### src/rtl/cps_pkg.sv
// charger power-up sequencer: shared constants and types
package cps_pkg;
  localparam int TW = 18;
  // synchronised input indices
  localparam int NSI = 11;
  localparam int SI_UP = 0;
  localparam int SI_SLPF = 1;
  localparam int SI_OVP = 2;
  localparam int SI_BAD = 3;
  localparam int SI_DPL = 4;
  localparam int SI_LBP = 5;
  localparam int SI_OCP = 6;
  localparam int SI_TS = 7;
  localparam int SI_BTN_N = 8;
  localparam int SI_SEL = 9;
  localparam int SI_DET = 10;
  // timing figures, in their own units
  localparam int CLK_PERIOD_NS = 4;
  localparam int MS_NS = 1000000;
  localparam int GATE_DRIVE_REGULATOR_DLY_MS = 220;
  localparam int SRC_CHK_MS = 30;
  localparam int SRC_RETRY_MS = 2000;
  localparam int BOOST_DLY_MS = 30;
  localparam int WDT_BASE_MS = 40000;
  localparam int WDT_WAIT_MS = 512;
  localparam int SHIP_ENTER_MS = 12000;
  localparam int SHIP_EXIT_MS = 1100;
  localparam int BTN_RST_MS = 10000;
  localparam int BSW_RST_MS = 453;
  // register map
  localparam logic [7:0] REG_CTRL = 8'h00;
  localparam logic [7:0] REG_LIMIT = 8'h04;
  localparam logic [7:0] REG_STATUS = 8'h08;
  localparam logic [7:0] REG_FLAGS = 8'h0c;
  localparam logic [2:0] HSIZE_WORD = 3'h2;
  localparam int B_AUTO = 0;
  localparam int B_DETEN = 1;
  localparam int B_CHGEN = 2;
  localparam int B_PFMDIS = 3;
  localparam int B_OTG = 4;
  localparam int B_HZ = 5;
  localparam int B_DIS = 6;
  localparam int B_DLY = 7;
  localparam int B_RSTEN = 8;
  localparam int B_WDRST = 9;
  localparam int B_REGRST = 10;
  localparam int F_ICL = 0;
  localparam int F_INPUT_VOLTAGE_REGULATION = 8;
  localparam int F_TRK = 12;
  localparam int F_WDP = 16;
  localparam int F_OTGV = 20;
  localparam int B_OTGC = 24;
  localparam int B_SG = 0;
  localparam int B_CR = 1;
  localparam int B_WDS = 2;
  localparam int B_SHIP = 3;
  localparam int F_PORT = 4;
  localparam int F_CSC = 8;
  localparam logic [31:0] CTRL_RST = 32'h0000_0107;
  localparam logic [31:0] CTRL_WMASK = 32'h0000_01ff;
  localparam logic [31:0] WDT_CTRL_MASK = 32'h0000_003c;
  localparam logic [31:0] LIM_RST = 32'h0121_0609;
  localparam logic [31:0] LIM_WMASK = 32'h01f3_3f3f;
  // 3.9 V floor in 0.1 V units
  localparam logic [6:0] INPUT_VOLTAGE_REGULATION_BASE_DV = 7'h27;
  // limit codes (50 mA per step, code 0 = 50 mA) for detected types 7..0
  localparam logic [47:0] DET_ICL = {6'h2f, 6'h1d, 6'h09, 6'h09, 6'h2f, 6'h13, 6'h27, 6'h29};
  localparam logic PORT_DET_MSB = 1'b1;
  localparam logic [5:0] ICL_SEL_HI = 6'h09;
  localparam logic [5:0] ICL_SEL_LO = 6'h2f;
  localparam logic [3:0] PORT_SEL_HI = 4'hd;
  localparam logic [3:0] PORT_SEL_LO = 4'hf;
  localparam logic [3:0] CSC_IDLE = 4'h0;
  localparam logic [3:0] CSC_BUCK = 4'h1;
  localparam logic [3:0] CSC_BOOST = 4'hf;
  typedef enum logic [8:0] {
    ST_OFF = 9'b0_0000_0001,
    ST_GATE_DRIVE_REGULATOR_WAIT = 9'b0_0000_0010,
    ST_SRC_CHECK = 9'b0_0000_0100,
    ST_SRC_RETRY = 9'b0_0000_1000,
    ST_DETECT = 9'b0_0001_0000,
    ST_INPUT_VOLTAGE_REGULATION = 9'b0_0010_0000,
    ST_BUCK = 9'b0_0100_0000,
    ST_BOOST_WAIT = 9'b0_1000_0000,
    ST_BOOST = 9'b1_0000_0000
  } cps_state_e;
endpackage

### src/rtl/cps_sequencer.sv
// charger power-up sequencer with AHB-Lite register slave
//
// Contract
// [RL1] Reset starts power-on state: bus usable, every register at default.
// [RL2] Battery only: close battery switch above depletion level, regulator stays off.
// [RL3] Discharge overcurrent on battery: open switch, set disable bit, stay shipped.
// [RL4] Supply attach: regulator, source check, port type and limit, regulation, buck.
// [RL5] Regulator on after 220 ms above margin or boost; off in hz, overvoltage.
// [RL6] Source check: no overvoltage, above bad level, test sink; retry each 2 s.
// [RL7] After supply good: detect type or sample select pin; ready bits, interrupt.
// [RL8] Write port code; load limit from detection only while auto bit is 1.
// [RL9] Limit field 50 mA to 3.2 A in 50 mA steps; host writes anytime.
// [RL10] Select-pin variant updates limit continuously: high 0.5 A, low 2.4 A.
// [RL11] Data-line results map to fixed limit and port code table.
// [RL12] Data-line variant reapplies detection on enable bit re-set or reattach.
// [RL13] Regulation setting defaults 4.5 V, 3.9 V to 5.4 V in 0.1 V.
// [RL14] Tracking on: target is max of setting and battery plus offset.
// [RL15] Buck after limit set; switch on unless charge off or shipped; light-load disable.
// [RL16] Boost needs battery, low input, enable, thermistor ok, 30 ms after enable.
// [RL17] Boost reports state 1111, defaults 5.15 V and 1.2 A, configurable.
// [RL18] Host restarts watchdog before timeout; period 00 disables it.
// [RL19] Expiry sets watchdog bits, interrupt, defaults 512 ms later; writes restart.
// [RL20] Disable bit opens switch at once; delayed bit opens after entry delay.
// [RL21] Leave shipping on attach, bit clear, register reset, or long button press.
// [RL22] Button held past reset time without supply: open switch for interval.
// [RL23] Delayed shipping entry takes 12 s from setting the delayed bit.
// [RL24] Button low time to leave shipping is 1.1 s.
// [RL25] Button low time to reset the system is 10 s.
// [RL26] Button timer restarts whenever the pin returns high early.
//
// Register access over AHB-Lite and the register addresses were left to the implementer.
`timescale 1ns/1ns
`default_nettype none
module cps_sequencer
  import cps_pkg::*;
#(
  parameter bit HAS_DATA_LINES = 1'b1,
  parameter logic [TW-1:0] CYC_PER_MS = TW'(MS_NS / CLK_PERIOD_NS),
  parameter logic [TW-1:0] RETRY_MS = TW'(SRC_RETRY_MS),
  parameter logic [TW-1:0] SHIP_MS = TW'(SHIP_ENTER_MS),
  parameter logic [TW-1:0] BRST_MS = TW'(BTN_RST_MS),
  parameter logic [TW-1:0] WDT_MS = TW'(WDT_BASE_MS)
) (
  input wire logic clock_i,
  input wire logic nrst_i,
  input wire logic hsel_i,
  input wire logic [31:0] haddr_i,
  input wire logic [1:0] htrans_i,
  input wire logic hwrite_i,
  input wire logic [2:0] hsize_i,
  input wire logic [31:0] hwdata_i,
  input wire logic hready_i,
  output logic hreadyout_o,
  output logic [31:0] hrdata_o,
  output logic hresp_o,
  input wire logic supply_above_sleep_i,
  input wire logic supply_below_sleep_fall_i,
  input wire logic supply_overvoltage_i,
  input wire logic supply_above_bad_adapter_i,
  input wire logic battery_above_depletion_i,
  input wire logic battery_above_low_i,
  input wire logic discharge_overcurrent_i,
  input wire logic thermistor_in_range_i,
  input wire logic push_button_pin_n_i,
  input wire logic select_pin_i,
  input wire logic detect_done_i,
  input wire logic [2:0] detect_type_i,
  input wire logic [6:0] battery_voltage_i,
  output logic gate_drive_regulator_en_o,
  output logic test_sink_en_o,
  output logic detect_start_o,
  output logic buck_en_o,
  output logic light_load_mode_disable_o,
  output logic boost_en_o,
  output logic battery_switch_on_o,
  output logic [5:0] input_current_limit_o,
  output logic [6:0] input_voltage_target_o,
  output logic [3:0] boost_voltage_o,
  output logic boost_current_high_o,
  output logic [3:0] charger_state_code_o,
  output logic int_n_o
);
  localparam logic [TW-1:0] K_GATE_DRIVE_REGULATOR = TW'(GATE_DRIVE_REGULATOR_DLY_MS);
  localparam logic [TW-1:0] K_CHK = TW'(SRC_CHK_MS);
  localparam logic [TW-1:0] K_BOOST = TW'(BOOST_DLY_MS);
  localparam logic [TW-1:0] K_WDW = TW'(WDT_WAIT_MS);
  localparam logic [TW-1:0] K_EXIT = TW'(SHIP_EXIT_MS);
  localparam logic [TW-1:0] K_BSW = TW'(BSW_RST_MS);
  typedef struct packed {
    logic [NSI-1:0] s1, s2, s3, f;
    cps_state_e st;
    logic [TW-1:0] tk, tm, wd, ww, sh, bt, br;
    logic wx, ba, dp;
    logic [31:0] ctrl, lim;
    logic sg, cr, ws, sgf, crf, wdf;
    logic [3:0] port, csc;
    logic rg, sk, ds, bk, bo, sw, irq_n;
    logic [6:0] vt;
    logic av, aw, as, rdy;
    logic [7:0] aa;
    logic [31:0] rd;
  } cps_state_s;
  cps_state_s r, n;
  logic [NSI-1:0] raw;
  logic ms, lost, bok, pr, wok, rgo, acc, ev;
  logic up, ovp, bad, dpl, ocp;
  logic [TW-1:0] wl;
  logic [6:0] vb, vk;
  assign raw = {detect_done_i, select_pin_i, push_button_pin_n_i, thermistor_in_range_i,
                discharge_overcurrent_i, battery_above_low_i, battery_above_depletion_i,
                supply_above_bad_adapter_i, supply_overvoltage_i, supply_below_sleep_fall_i,
                supply_above_sleep_i};
  assign up = r.f[SI_UP];
  assign ovp = r.f[SI_OVP];
  assign bad = r.f[SI_BAD];
  assign dpl = r.f[SI_DPL];
  assign ocp = r.f[SI_OCP];
  always_comb begin
    n = r;
    ev = 1'b0;
    ms = (r.tk == CYC_PER_MS - 1'b1);
    lost = !up || r.ctrl[B_HZ] || ovp;
    bok = r.f[SI_LBP] && r.f[SI_SLPF] && r.ctrl[B_OTG] && r.f[SI_TS];
    pr = !r.f[SI_BTN_N];
    acc = hsel_i && htrans_i[1] && hready_i;
    wok = r.av && r.aw && r.as;
    rgo = r.av && !r.aw;
    wl = (r.lim[F_WDP+:2] == 2'b01) ? WDT_MS :
         (r.lim[F_WDP+:2] == 2'b10) ? {WDT_MS[TW-2:0], 1'b0} : {WDT_MS[TW-3:0], 2'b00};
    vb = INPUT_VOLTAGE_REGULATION_BASE_DV + {3'b000, r.lim[F_INPUT_VOLTAGE_REGULATION+:4]};
    vk = battery_voltage_i + {5'b00000, r.lim[F_TRK+:2]};
    // a pin change counts once the second and third stages agree
    n.s1 = raw;
    n.s2 = r.s1;
    n.s3 = r.s2;
    n.f = (r.s2 & r.s3) | (r.f & (r.s2 | r.s3));
    n.tk = ms ? '0 : r.tk + 1'b1;
    n.tm = ms ? r.tm + 1'b1 : r.tm;
    // bus: writes complete at once, reads take one wait state
    n.av = 1'b0;
    n.rdy = 1'b1;
    if (acc) begin
      n.av = 1'b1;
      n.aw = hwrite_i;
      n.as = (hsize_i == HSIZE_WORD);
      n.aa = haddr_i[7:0];
      n.rdy = hwrite_i;
    end
    if (rgo) begin
      n.rd = '0;
      if (r.aa == REG_CTRL) begin
        n.rd = r.ctrl;
      end else if (r.aa == REG_LIMIT) begin
        n.rd = r.lim;
      end else if (r.aa == REG_STATUS) begin
        n.rd[B_SG] = r.sg;
        n.rd[B_CR] = r.cr;
        n.rd[B_WDS] = r.ws;
        n.rd[B_SHIP] = r.ctrl[B_DIS];
        n.rd[F_PORT+:4] = r.port;
        n.rd[F_CSC+:4] = r.csc;
      end else if (r.aa == REG_FLAGS) begin
        n.rd[B_SG] = r.sgf;
        n.rd[B_CR] = r.crf;
        n.rd[B_WDS] = r.wdf;
      end
    end
    if (wok) begin
      if (r.aa == REG_CTRL) begin
        n.ctrl = hwdata_i & CTRL_WMASK; // RL20
        if (hwdata_i[B_REGRST]) begin
          n.ctrl = CTRL_RST; // RL21
          n.lim = LIM_RST; // RL1
        end
      end else if (r.aa == REG_LIMIT) begin
        n.lim = hwdata_i & LIM_WMASK; // RL9 RL13 RL17
      end else if (r.aa == REG_FLAGS) begin
        n.sgf = r.sgf && !hwdata_i[B_SG];
        n.crf = r.crf && !hwdata_i[B_CR];
        n.wdf = r.wdf && !hwdata_i[B_WDS];
      end
    end

    // watchdog; any accepted word-size write, counter reset included, restarts it
    if (wok) begin
      n.wd = '0; // RL19
      n.wx = 1'b0;
      n.ww = '0;
      n.ws = 1'b0;
    end else if (r.lim[F_WDP+:2] == 2'b00) begin
      n.wd = '0; // RL18
    end else if (!r.wx) begin
      if (ms) n.wd = r.wd + 1'b1;
      if (r.wd >= wl) begin
        n.wx = 1'b1; // RL19
        n.ws = 1'b1;
        n.wdf = 1'b1;
        ev = 1'b1;
      end
    end else if (ms && r.ww < K_WDW) begin
      n.ww = r.ww + 1'b1;
      if (r.ww == K_WDW - 1'b1) begin
        n.lim = LIM_RST; // RL19
        n.ctrl = (r.ctrl & ~WDT_CTRL_MASK) | (CTRL_RST & WDT_CTRL_MASK);
      end
    end

    // power-up sequence
    n.ds = 1'b0;
    case (r.st)
      ST_OFF: begin
        if (!lost) begin
          n.st = ST_GATE_DRIVE_REGULATOR_WAIT; // RL4
          n.tm = '0;
          n.ctrl[B_DIS] = 1'b0; // RL21
        end else if (bok) begin
          n.st = ST_BOOST_WAIT; // RL16
          n.tm = '0;
        end
      end
      ST_GATE_DRIVE_REGULATOR_WAIT: begin
        if (lost) begin
          n.st = ST_OFF;
        end else if (r.tm >= K_GATE_DRIVE_REGULATOR) begin
          n.st = ST_SRC_CHECK; // RL5
          n.tm = '0;
        end
      end
      ST_SRC_CHECK: begin
        if (lost) begin
          n.st = ST_OFF;
        end else if (r.tm >= K_CHK) begin
          n.tm = '0;
          if (!ovp && bad) begin
            n.st = ST_DETECT; // RL6
            n.sg = 1'b1;
            n.sgf = 1'b1;
            ev = 1'b1;
          end else begin
            n.st = ST_SRC_RETRY; // RL6
          end
        end
      end
      ST_SRC_RETRY: begin
        if (lost) begin
          n.st = ST_OFF;
        end else if (r.tm >= RETRY_MS) begin
          n.st = ST_SRC_CHECK; // RL6
          n.tm = '0;
        end
      end
      ST_DETECT: begin
        n.ds = HAS_DATA_LINES;
        if (lost) begin
          n.st = ST_OFF;
        end else if (!HAS_DATA_LINES || r.f[SI_DET]) begin
          n.ds = 1'b0;
          n.st = ST_INPUT_VOLTAGE_REGULATION; // RL7
          n.cr = 1'b1;
          n.crf = 1'b1;
          ev = 1'b1;
          if (HAS_DATA_LINES) begin
            n.port = {PORT_DET_MSB, detect_type_i}; // RL8 RL11
            if (r.ctrl[B_AUTO]) n.lim[F_ICL+:6] = DET_ICL[6*detect_type_i+:6]; // RL8
          end else begin
            n.port = r.f[SI_SEL] ? PORT_SEL_HI : PORT_SEL_LO; // RL10
            if (r.ctrl[B_AUTO]) n.lim[F_ICL+:6] = r.f[SI_SEL] ? ICL_SEL_HI : ICL_SEL_LO;
          end
        end
      end
      ST_INPUT_VOLTAGE_REGULATION: n.st = ST_BUCK; // RL4 RL15
      ST_BUCK: begin
        if (lost) begin
          n.st = ST_OFF;
        end else if (HAS_DATA_LINES && r.ctrl[B_DETEN] && !r.dp) begin
          n.st = ST_DETECT; // RL12
        end else if (!HAS_DATA_LINES) begin
          n.port = r.f[SI_SEL] ? PORT_SEL_HI : PORT_SEL_LO; // RL10
          if (r.ctrl[B_AUTO]) n.lim[F_ICL+:6] = r.f[SI_SEL] ? ICL_SEL_HI : ICL_SEL_LO;
        end
      end
      ST_BOOST_WAIT: begin
        if (!bok) begin
          n.st = ST_OFF;
        end else if (r.tm >= K_BOOST) begin
          n.st = ST_BOOST; // RL16
        end
      end
      ST_BOOST: if (!bok) n.st = ST_OFF; // RL17
      default: n.st = ST_OFF;
    endcase
    n.dp = r.ctrl[B_DETEN];
    if (n.st == ST_OFF) begin
      n.sg = 1'b0;
      n.cr = 1'b0;
    end

    // shipping mode and push button; hardware sets beat host clears
    if (!pr) begin
      n.bt = '0; // RL26
    end else if (ms && r.bt < BRST_MS) begin
      n.bt = r.bt + 1'b1;
      if (r.bt == K_EXIT - 1'b1) n.ctrl[B_DIS] = 1'b0; // RL21 RL24
      if (r.bt == BRST_MS - 1'b1 && !up && r.ctrl[B_RSTEN]) begin
        n.ba = 1'b1; // RL22 RL25
        n.br = '0;
      end
    end
    if (r.ba) begin
      if (ms) n.br = r.br + 1'b1;
      if (r.br >= K_BSW) n.ba = 1'b0; // RL22
    end
    if (r.ctrl[B_DLY]) begin
      if (ms) n.sh = r.sh + 1'b1;
      if (r.sh >= SHIP_MS) begin
        n.ctrl[B_DIS] = 1'b1; // RL20 RL23
        n.ctrl[B_DLY] = 1'b0;
        n.sh = '0;
      end
    end else begin
      n.sh = '0;
    end
    if (r.st != ST_BUCK && ocp && r.sw) begin
      n.ctrl[B_DIS] = 1'b1; // RL3
      n.ctrl[B_DLY] = 1'b0;
    end

    // registered outputs
    n.rg = !(n.st == ST_OFF || n.st == ST_GATE_DRIVE_REGULATOR_WAIT); // RL5 RL2
    n.sk = (n.st == ST_SRC_CHECK); // RL6
    n.bk = (n.st == ST_BUCK);
    n.bo = (n.st == ST_BOOST);
    n.csc = n.bo ? CSC_BOOST : n.bk ? CSC_BUCK : CSC_IDLE; // RL17
    n.sw = !n.ctrl[B_DIS] && !n.ba && (n.bk ? n.ctrl[B_CHGEN] : dpl); // RL2 RL15 RL20
    n.vt = (r.lim[F_TRK+:2] != 2'b00 && vk > vb) ? vk : vb; // RL14
    n.irq_n = !ev;
  end
  always_ff @(posedge clock_i or negedge nrst_i) begin
    if (!nrst_i) begin
      r <= '0; // RL1
      r.st <= ST_OFF;
      r.ctrl <= CTRL_RST;
      r.lim <= LIM_RST;
      r.dp <= 1'b1;
      r.rdy <= 1'b1;
      r.irq_n <= 1'b1;
      r.vt <= INPUT_VOLTAGE_REGULATION_BASE_DV;
      {r.s1[SI_BTN_N], r.s2[SI_BTN_N], r.s3[SI_BTN_N], r.f[SI_BTN_N]} <= 4'hf; // idle high, no false press
    end else begin
      r <= n;
    end
  end
  assign hreadyout_o = r.rdy;
  assign hrdata_o = r.rd;
  assign hresp_o = r.aw && !r.aw;
  assign gate_drive_regulator_en_o = r.rg;
  assign test_sink_en_o = r.sk;
  assign detect_start_o = r.ds;
  assign buck_en_o = r.bk;
  assign light_load_mode_disable_o = r.ctrl[B_PFMDIS]; // RL15
  assign boost_en_o = r.bo;
  assign battery_switch_on_o = r.sw;
  assign input_current_limit_o = r.lim[F_ICL+:6];
  assign input_voltage_target_o = r.vt;
  assign boost_voltage_o = r.lim[F_OTGV+:4];
  assign boost_current_high_o = r.lim[B_OTGC];
  assign charger_state_code_o = r.csc;
  assign int_n_o = r.irq_n;
endmodule // cps_sequencer
`default_nettype wire

### config.mk
export PLATFORM = sky130hd
export DESIGN_NAME = cps_sequencer
export DESIGN_NICKNAME = d
export VERILOG_FILES = /design/src/rtl/cps_pkg.sv /design/src/rtl/cps_sequencer.sv
export SDC_FILE = /design/constraint.sdc
export NUM_CORES = 1
export LEC_CHECK = 0
export BUFFER_PORTS_ARGS = -buffer_cell sky130_fd_sc_hd__buf_2
export CORE_MARGIN = 10
export CORE_UTILIZATION = 30
export CTS_BUF_LIST = sky130_fd_sc_hd__clkbuf_16
export DETAILED_ROUTE_END_ITERATION = 12
export SLEW_MARGIN = 0
export SYNTH_ARGS = -nofsm -noshare
export SYNTH_HDL_FRONTEND = slang
export SYNTH_SLANG_ARGS = --single-unit
### constraint.sdc
create_clock -name clock_i -period 3.7 [get_ports clock_i]
set_input_delay 0.37 -clock clock_i [delete_from_list [all_inputs] [get_ports clock_i]]
set_output_delay 0.37 -clock clock_i [all_outputs]
set_load 0.1 [all_outputs]
# After elaboration in Yosys (flattened, before gate mapping)
# Index checks and enable logic that the tools add are counted.
dict set report op_classes {
  addsub 9
  n_mul 1
  magnitude_cmp 9
  eq_ne 31
  shifts 1
  n_mux 127
  bitwise_logic 5
  n_reduce_logical 55
}
# op count
set ops {}
lappend ops {{18-bit 2-to-1 mux} 26}
lappend ops {{64-bit 2-to-1 mux} 6}
lappend ops {{9-bit 2-to-1 mux} 16}
lappend ops {{32-bit 2-to-1 mux} 4}
lappend ops {{18-bit by 1-bit adder with 18-bit output, second input constant} 7}
lappend ops {{9-bit case mux with 9 select lines} 1}
lappend ops {{36-bit 2-to-1 mux} 2}
lappend ops {{18-bit case mux with 4 select lines} 1}
lappend ops {{1-bit 2-to-1 mux} 49}
lappend ops {{48-bit by 7-bit variable part select with 6-bit output, first input constant} 1}
lappend ops {{41-bit 2-to-1 mux} 1}
lappend ops {{12-bit 2-to-1 mux} 2}
lappend ops {{6-bit 2-to-1 mux} 4}
lappend ops {{11-bit AND} 2}
lappend ops {{1-bit logical AND} 22}
lappend ops {{11-bit bitwise OR} 2}
lappend ops {{20-bit 2-to-1 mux} 1}
lappend ops {{2-bit nonzero test} 10}
lappend ops {{18-bit by 11-bit == test with 1-bit output, second input constant} 1}
lappend ops {{18-bit by 14-bit == test with 1-bit output, second input constant} 1}
lappend ops {{18-bit == test, second input constant} 1}
lappend ops {{18-bit by 9-bit == test with 1-bit output, second input constant} 1}
lappend ops {{9-bit by 1-bit == test with 1-bit output, second input constant} 2}
lappend ops {{9-bit by 2-bit == test with 1-bit output, second input constant} 2}
lappend ops {{44 further kinds} 73}
dict set report word_totals {
  ff_bits 318
}

# Logic depth before layout (Yosys ltp)
dict set report logic_depth {
  depth_word 20
  ltp_mapped 11
  ltp_nobuf 11
}

# Worst setup path before layout
# Ideal clock, no wire load.
dict set report synth_path {
  path_type {reg-to-reg}
  start {reg r[84] (netlist name)}
  end {reg r (netlist bit input_voltage_target_o[0])}
  t_arrival_ns 2.756
  required_time_ns 3.625
  slack_ns 0.869
  stages_incl_launch_ff 12
  synth_period_minus_slack_ns 2.831
  path_cell_list {dfrtp_1 -> ha_1 -> fa_1 -> nand3_1 -> xor2_1 -> inv_1 -> ha_1 -> nand2_1 -> a21oi_1 -> a211oi_1 -> o32ai_1 -> mux2i_1}
}
# element line
set synth_lines {}
lappend synth_lines {{start, declared} cps_sequencer.sv:103} ;# cps_state_s r, n;
lappend synth_lines {{start signal, assigned} cps_sequencer.sv:350} ;# r <= n;

# Final worst setup path
dict set report layout_path {
  start {reg r[253] (netlist name)}
  end {reg r[168] (netlist name)}
}
dict set report layout_between {
  elab_chain_len 3
}
# element line
set layout_rtl {}
lappend layout_rtl {{18-bit == test} cps_sequencer.sv:121} ;# ms = (r.tk == CYC_PER_MS - 1'b1);
lappend layout_rtl {{1-bit logical AND} cps_sequencer.sv:301} ;# end else if (ms && r.bt < BRST_MS) begin
lappend layout_rtl {{2-bit nonzero test (no line)} --}
# Every way passes these cells.
# A chain may end at the register's enable or synchronous reset.

==> results.toml <==
[placement]
dp_hpwl_mm = 23.82
finalWeightedCongestion = 0.8573
io_buffers = 120

[cts]
root_buffer = "clkbuf_16"
cts.clk_slew.worst_paths_ps = 60
cts.sinks = 311
htree_levels = 2
cts_hold_buf = 11
cts_made_buffers = 37
post_cts_buffers = 0
cts_tree = "built"
cts_resized = 0
clk_latency_ps = 550
clockBufferDepth = 3

[route]
dr.pass1.iters = 5
drtIter0Drc = 582
finalWirelength_mm = 33.90
drtAntennaViolNets = 0
wl_per_cell_um = 16.05
vias_per_cell = 4.837
drc = 0
num_vias = 10215

[sta]
max-slew-margin-rel_pct = 33.05
setup_viol = 0
slew_viol_final = 0
max_clock_freq_mhz = 320.6
finalCritPeriodShare_pct = 84.31
finClkSkew_ps = 20.40
whs_ps = 43.61
worstMarginPinSlew_ps = 1001
rsz0062_at_grt = "false"
finalHoldViolations = 0
layout_min_cycle_time_ps = 3120
tns_ps = 0

[die]
fp.dieH_um = 239.8
io_pins = 159
die_w_um = 239.8
rows = 80
die_area_sq_um = 57500
start_util_pct = 30.36
coreArea_sq_um = 47750

[layout]
finalNetCount = 1599
postLayoutCoreUtil_pct = 35.32
drive_above_1_share_pct = 17.25
mostFrequentLayoutCell = "dfrtp_1"
final_cell_mix = "287 x dfrtp_1, 153 x nor2_1, 119 x buf_2, 103 x nand2_1, 69 x o21ai_0"
syn_to_final_growth_pct = 16.34

[critical_path]
cp_num_buf_inv = 0
crit_arrival_ps = 3540
path_max_fanout = 14
critical_path_class = "register to register"
path_cells = "or4b_1 -> or4_4 -> or4_1 -> nor4_1 -> xnor2_1 -> nor2_1"
required_ps = 4120
end_kind = "register"
cpMaxStageDelayCell = "or4_1"
cp_top_family = "simple AND/OR/NAND/NOR gates"
critPathMaxStageDelay_ps = 870
cp-start-kind = "register"

[yosys]
ys_ff_latch = 311
synth_top_area_share_pct = 49.72
ys.flop_type = "dfrtp_1"
syn_inst = 1374
synth_largest_area_cell = "dfrtp_1"
synth.avg_cell_area_sq_um = 10.55
async_flop_share_pct = 100.0
synth.distinct_cells = 71
synth_edf_count = 0
yosys-top-cells-area = "dfrtp_1 50%, dfstp_2 4.2%, nor2_1 4.0%"
syn_area_sq_um = 14490
yosys_warnings = 0
ys_seq_area_share_pct = 53.89

[outcome]
status = "finished clean"

[hold_path]
holdCritPathClass = "input port to register"

[grt]
antenna_found_initial = 2
grt_pass1_wl_mm = 56.16
grt_overflow = 0
grt_pass1_vias = 10370
grt.total_usage_pct = 11.81
grt_start_max_net_pins = 123

[pwr]
powerDensity_nw_per_um2 = 475.2
power.leakage_nw = 7.868
ir_worst_vdd_mv = 0.2766
p_total_mw = 8.013

[job]
maxCapViolations = 0
==> worst paths after layout <==
check / endpoint / slack [ps] / from / cells past startpoint
worst max-delay path: r[168] / 580 / r[253] / 6
worst min-delay path: hreadyout_o / 40 / hwrite_i / 2
worst max register to register: r[168] / 580 / r[253] / 6
worst min register to register: n[291] / 350 / n[302] / 0
max in group asynchronous: hreadyout_o / 2200 / nrst_i / 3
min in group asynchronous: hrdata_o[22] / 520 / nrst_i / 2
==> registers in the layout, indices dropped and copies added (netlist names) <==
register                   count
ocp                            1
input_voltage_target_o         7
input_current_limit_o          6
detect_start_o                 1
hrdata_o                      32
int_n_o                        1
dpl                            1
boost_voltage_o                4
charger_state_code_o           2
light_load_mode_disable_o      1
bad                            1
r                            226
battery_switch_on_o            1
ovp                            1
hreadyout_o                    1
test_sink_en_o                 1
boost_current_high_o           1
buck_en_o                      1
gate_drive_regulator_en_o      1
n                             21
==> where the power goes <==
part | total, mW | leakage [nW] | switching (mW) | internal (mW)
registers | 3.61 | 4.10 | 0.119 | 3.49
logic | 0.665 | 3.12 | 0.442 | 0.222
clock network | 3.73 | 0.644 | 1.47 | 2.26
total | 8.01 | 7.87 | 2.03 | 5.98
==> metal layers <==
| layer | up-vias | track usage [%] | part of all wire [%] |
|---|---|---|---|
| li1 | 4892 | - | - |
| met1 | 5046 | 15.77 | 46 |
| met2 | 225 | 18.67 | 45 |
| met3 | 50 | 2.758 | 6.5 |
| met4 | 2 | 3.454 | 2.1 |
| met5 | - | 0 | 0.035 |
==> synthesized netlist by cell type (all sizes together), types with 6 or more instances <==
library cell / instances
a21oi: 33
nor2b: 41
a22o: 12
clkbuf: 38
and2: 14
nand2b: 13
a31oi: 9
and4: 11
ha: 36
maj3: 10
a21o: 8
or3: 6
nor4: 23
nor3: 31
or2: 6
buf: 66
xnor2: 37
mux2: 14
inv: 36
nor2: 153
and3: 33
nor4b: 6
dfstp: 23
nand2: 103
mux2i: 38
nand3: 60
dfrtp: 288
o22ai: 8
nand4: 29
o21ai: 70
xor2: 59
==> per-stage QoR <==
step | worst slack (ps) | cell area, sq um | instances
after floorplan | 868.7 | 14510 | 1378
after global placement | 584.3 | 15490 | 2032
after detailed placement | 570.5 | 15490 | 2032
after CTS | 569.1 | 16860 | 2111
after global routing | 423.1 | 16860 | 2111
final | 580.5 | 16860 | 2112
==> cell type report <==
type	instances	area (sq um)
diodes	1	2.502
clock buffers	37	925.9
clock inverters	31	336.6
fillers	4756	30880
inverters	36	135.1
multi-input cells	927	5962
flip-flops and latches	311	7812
well taps	615	769.5
repair buffers	154	918.4
==> logic make-up after synthesis <==
family | count (synthesis) | share of synthesized area [%]
flops | 311 | 53.89
compound gates | 174 | 7.424
simple gates | 550 | 19.59
fa+ha+maj | 47 | 3.936
xor+xnor | 96 | 5.801
other cells | 1 | 0.02587
mux | 55 | 4.178
buf+inv | 140 | 5.154
==> worst reg2reg max path, delay by kind of cell, from the launching register on <==
family	cells	cell delay [ps]
XOR/XNOR	1	160
flip-flops	1	430
AND/OR/NAND/NOR	5	2420
Note: power is estimated with default switching activity, not from simulation.
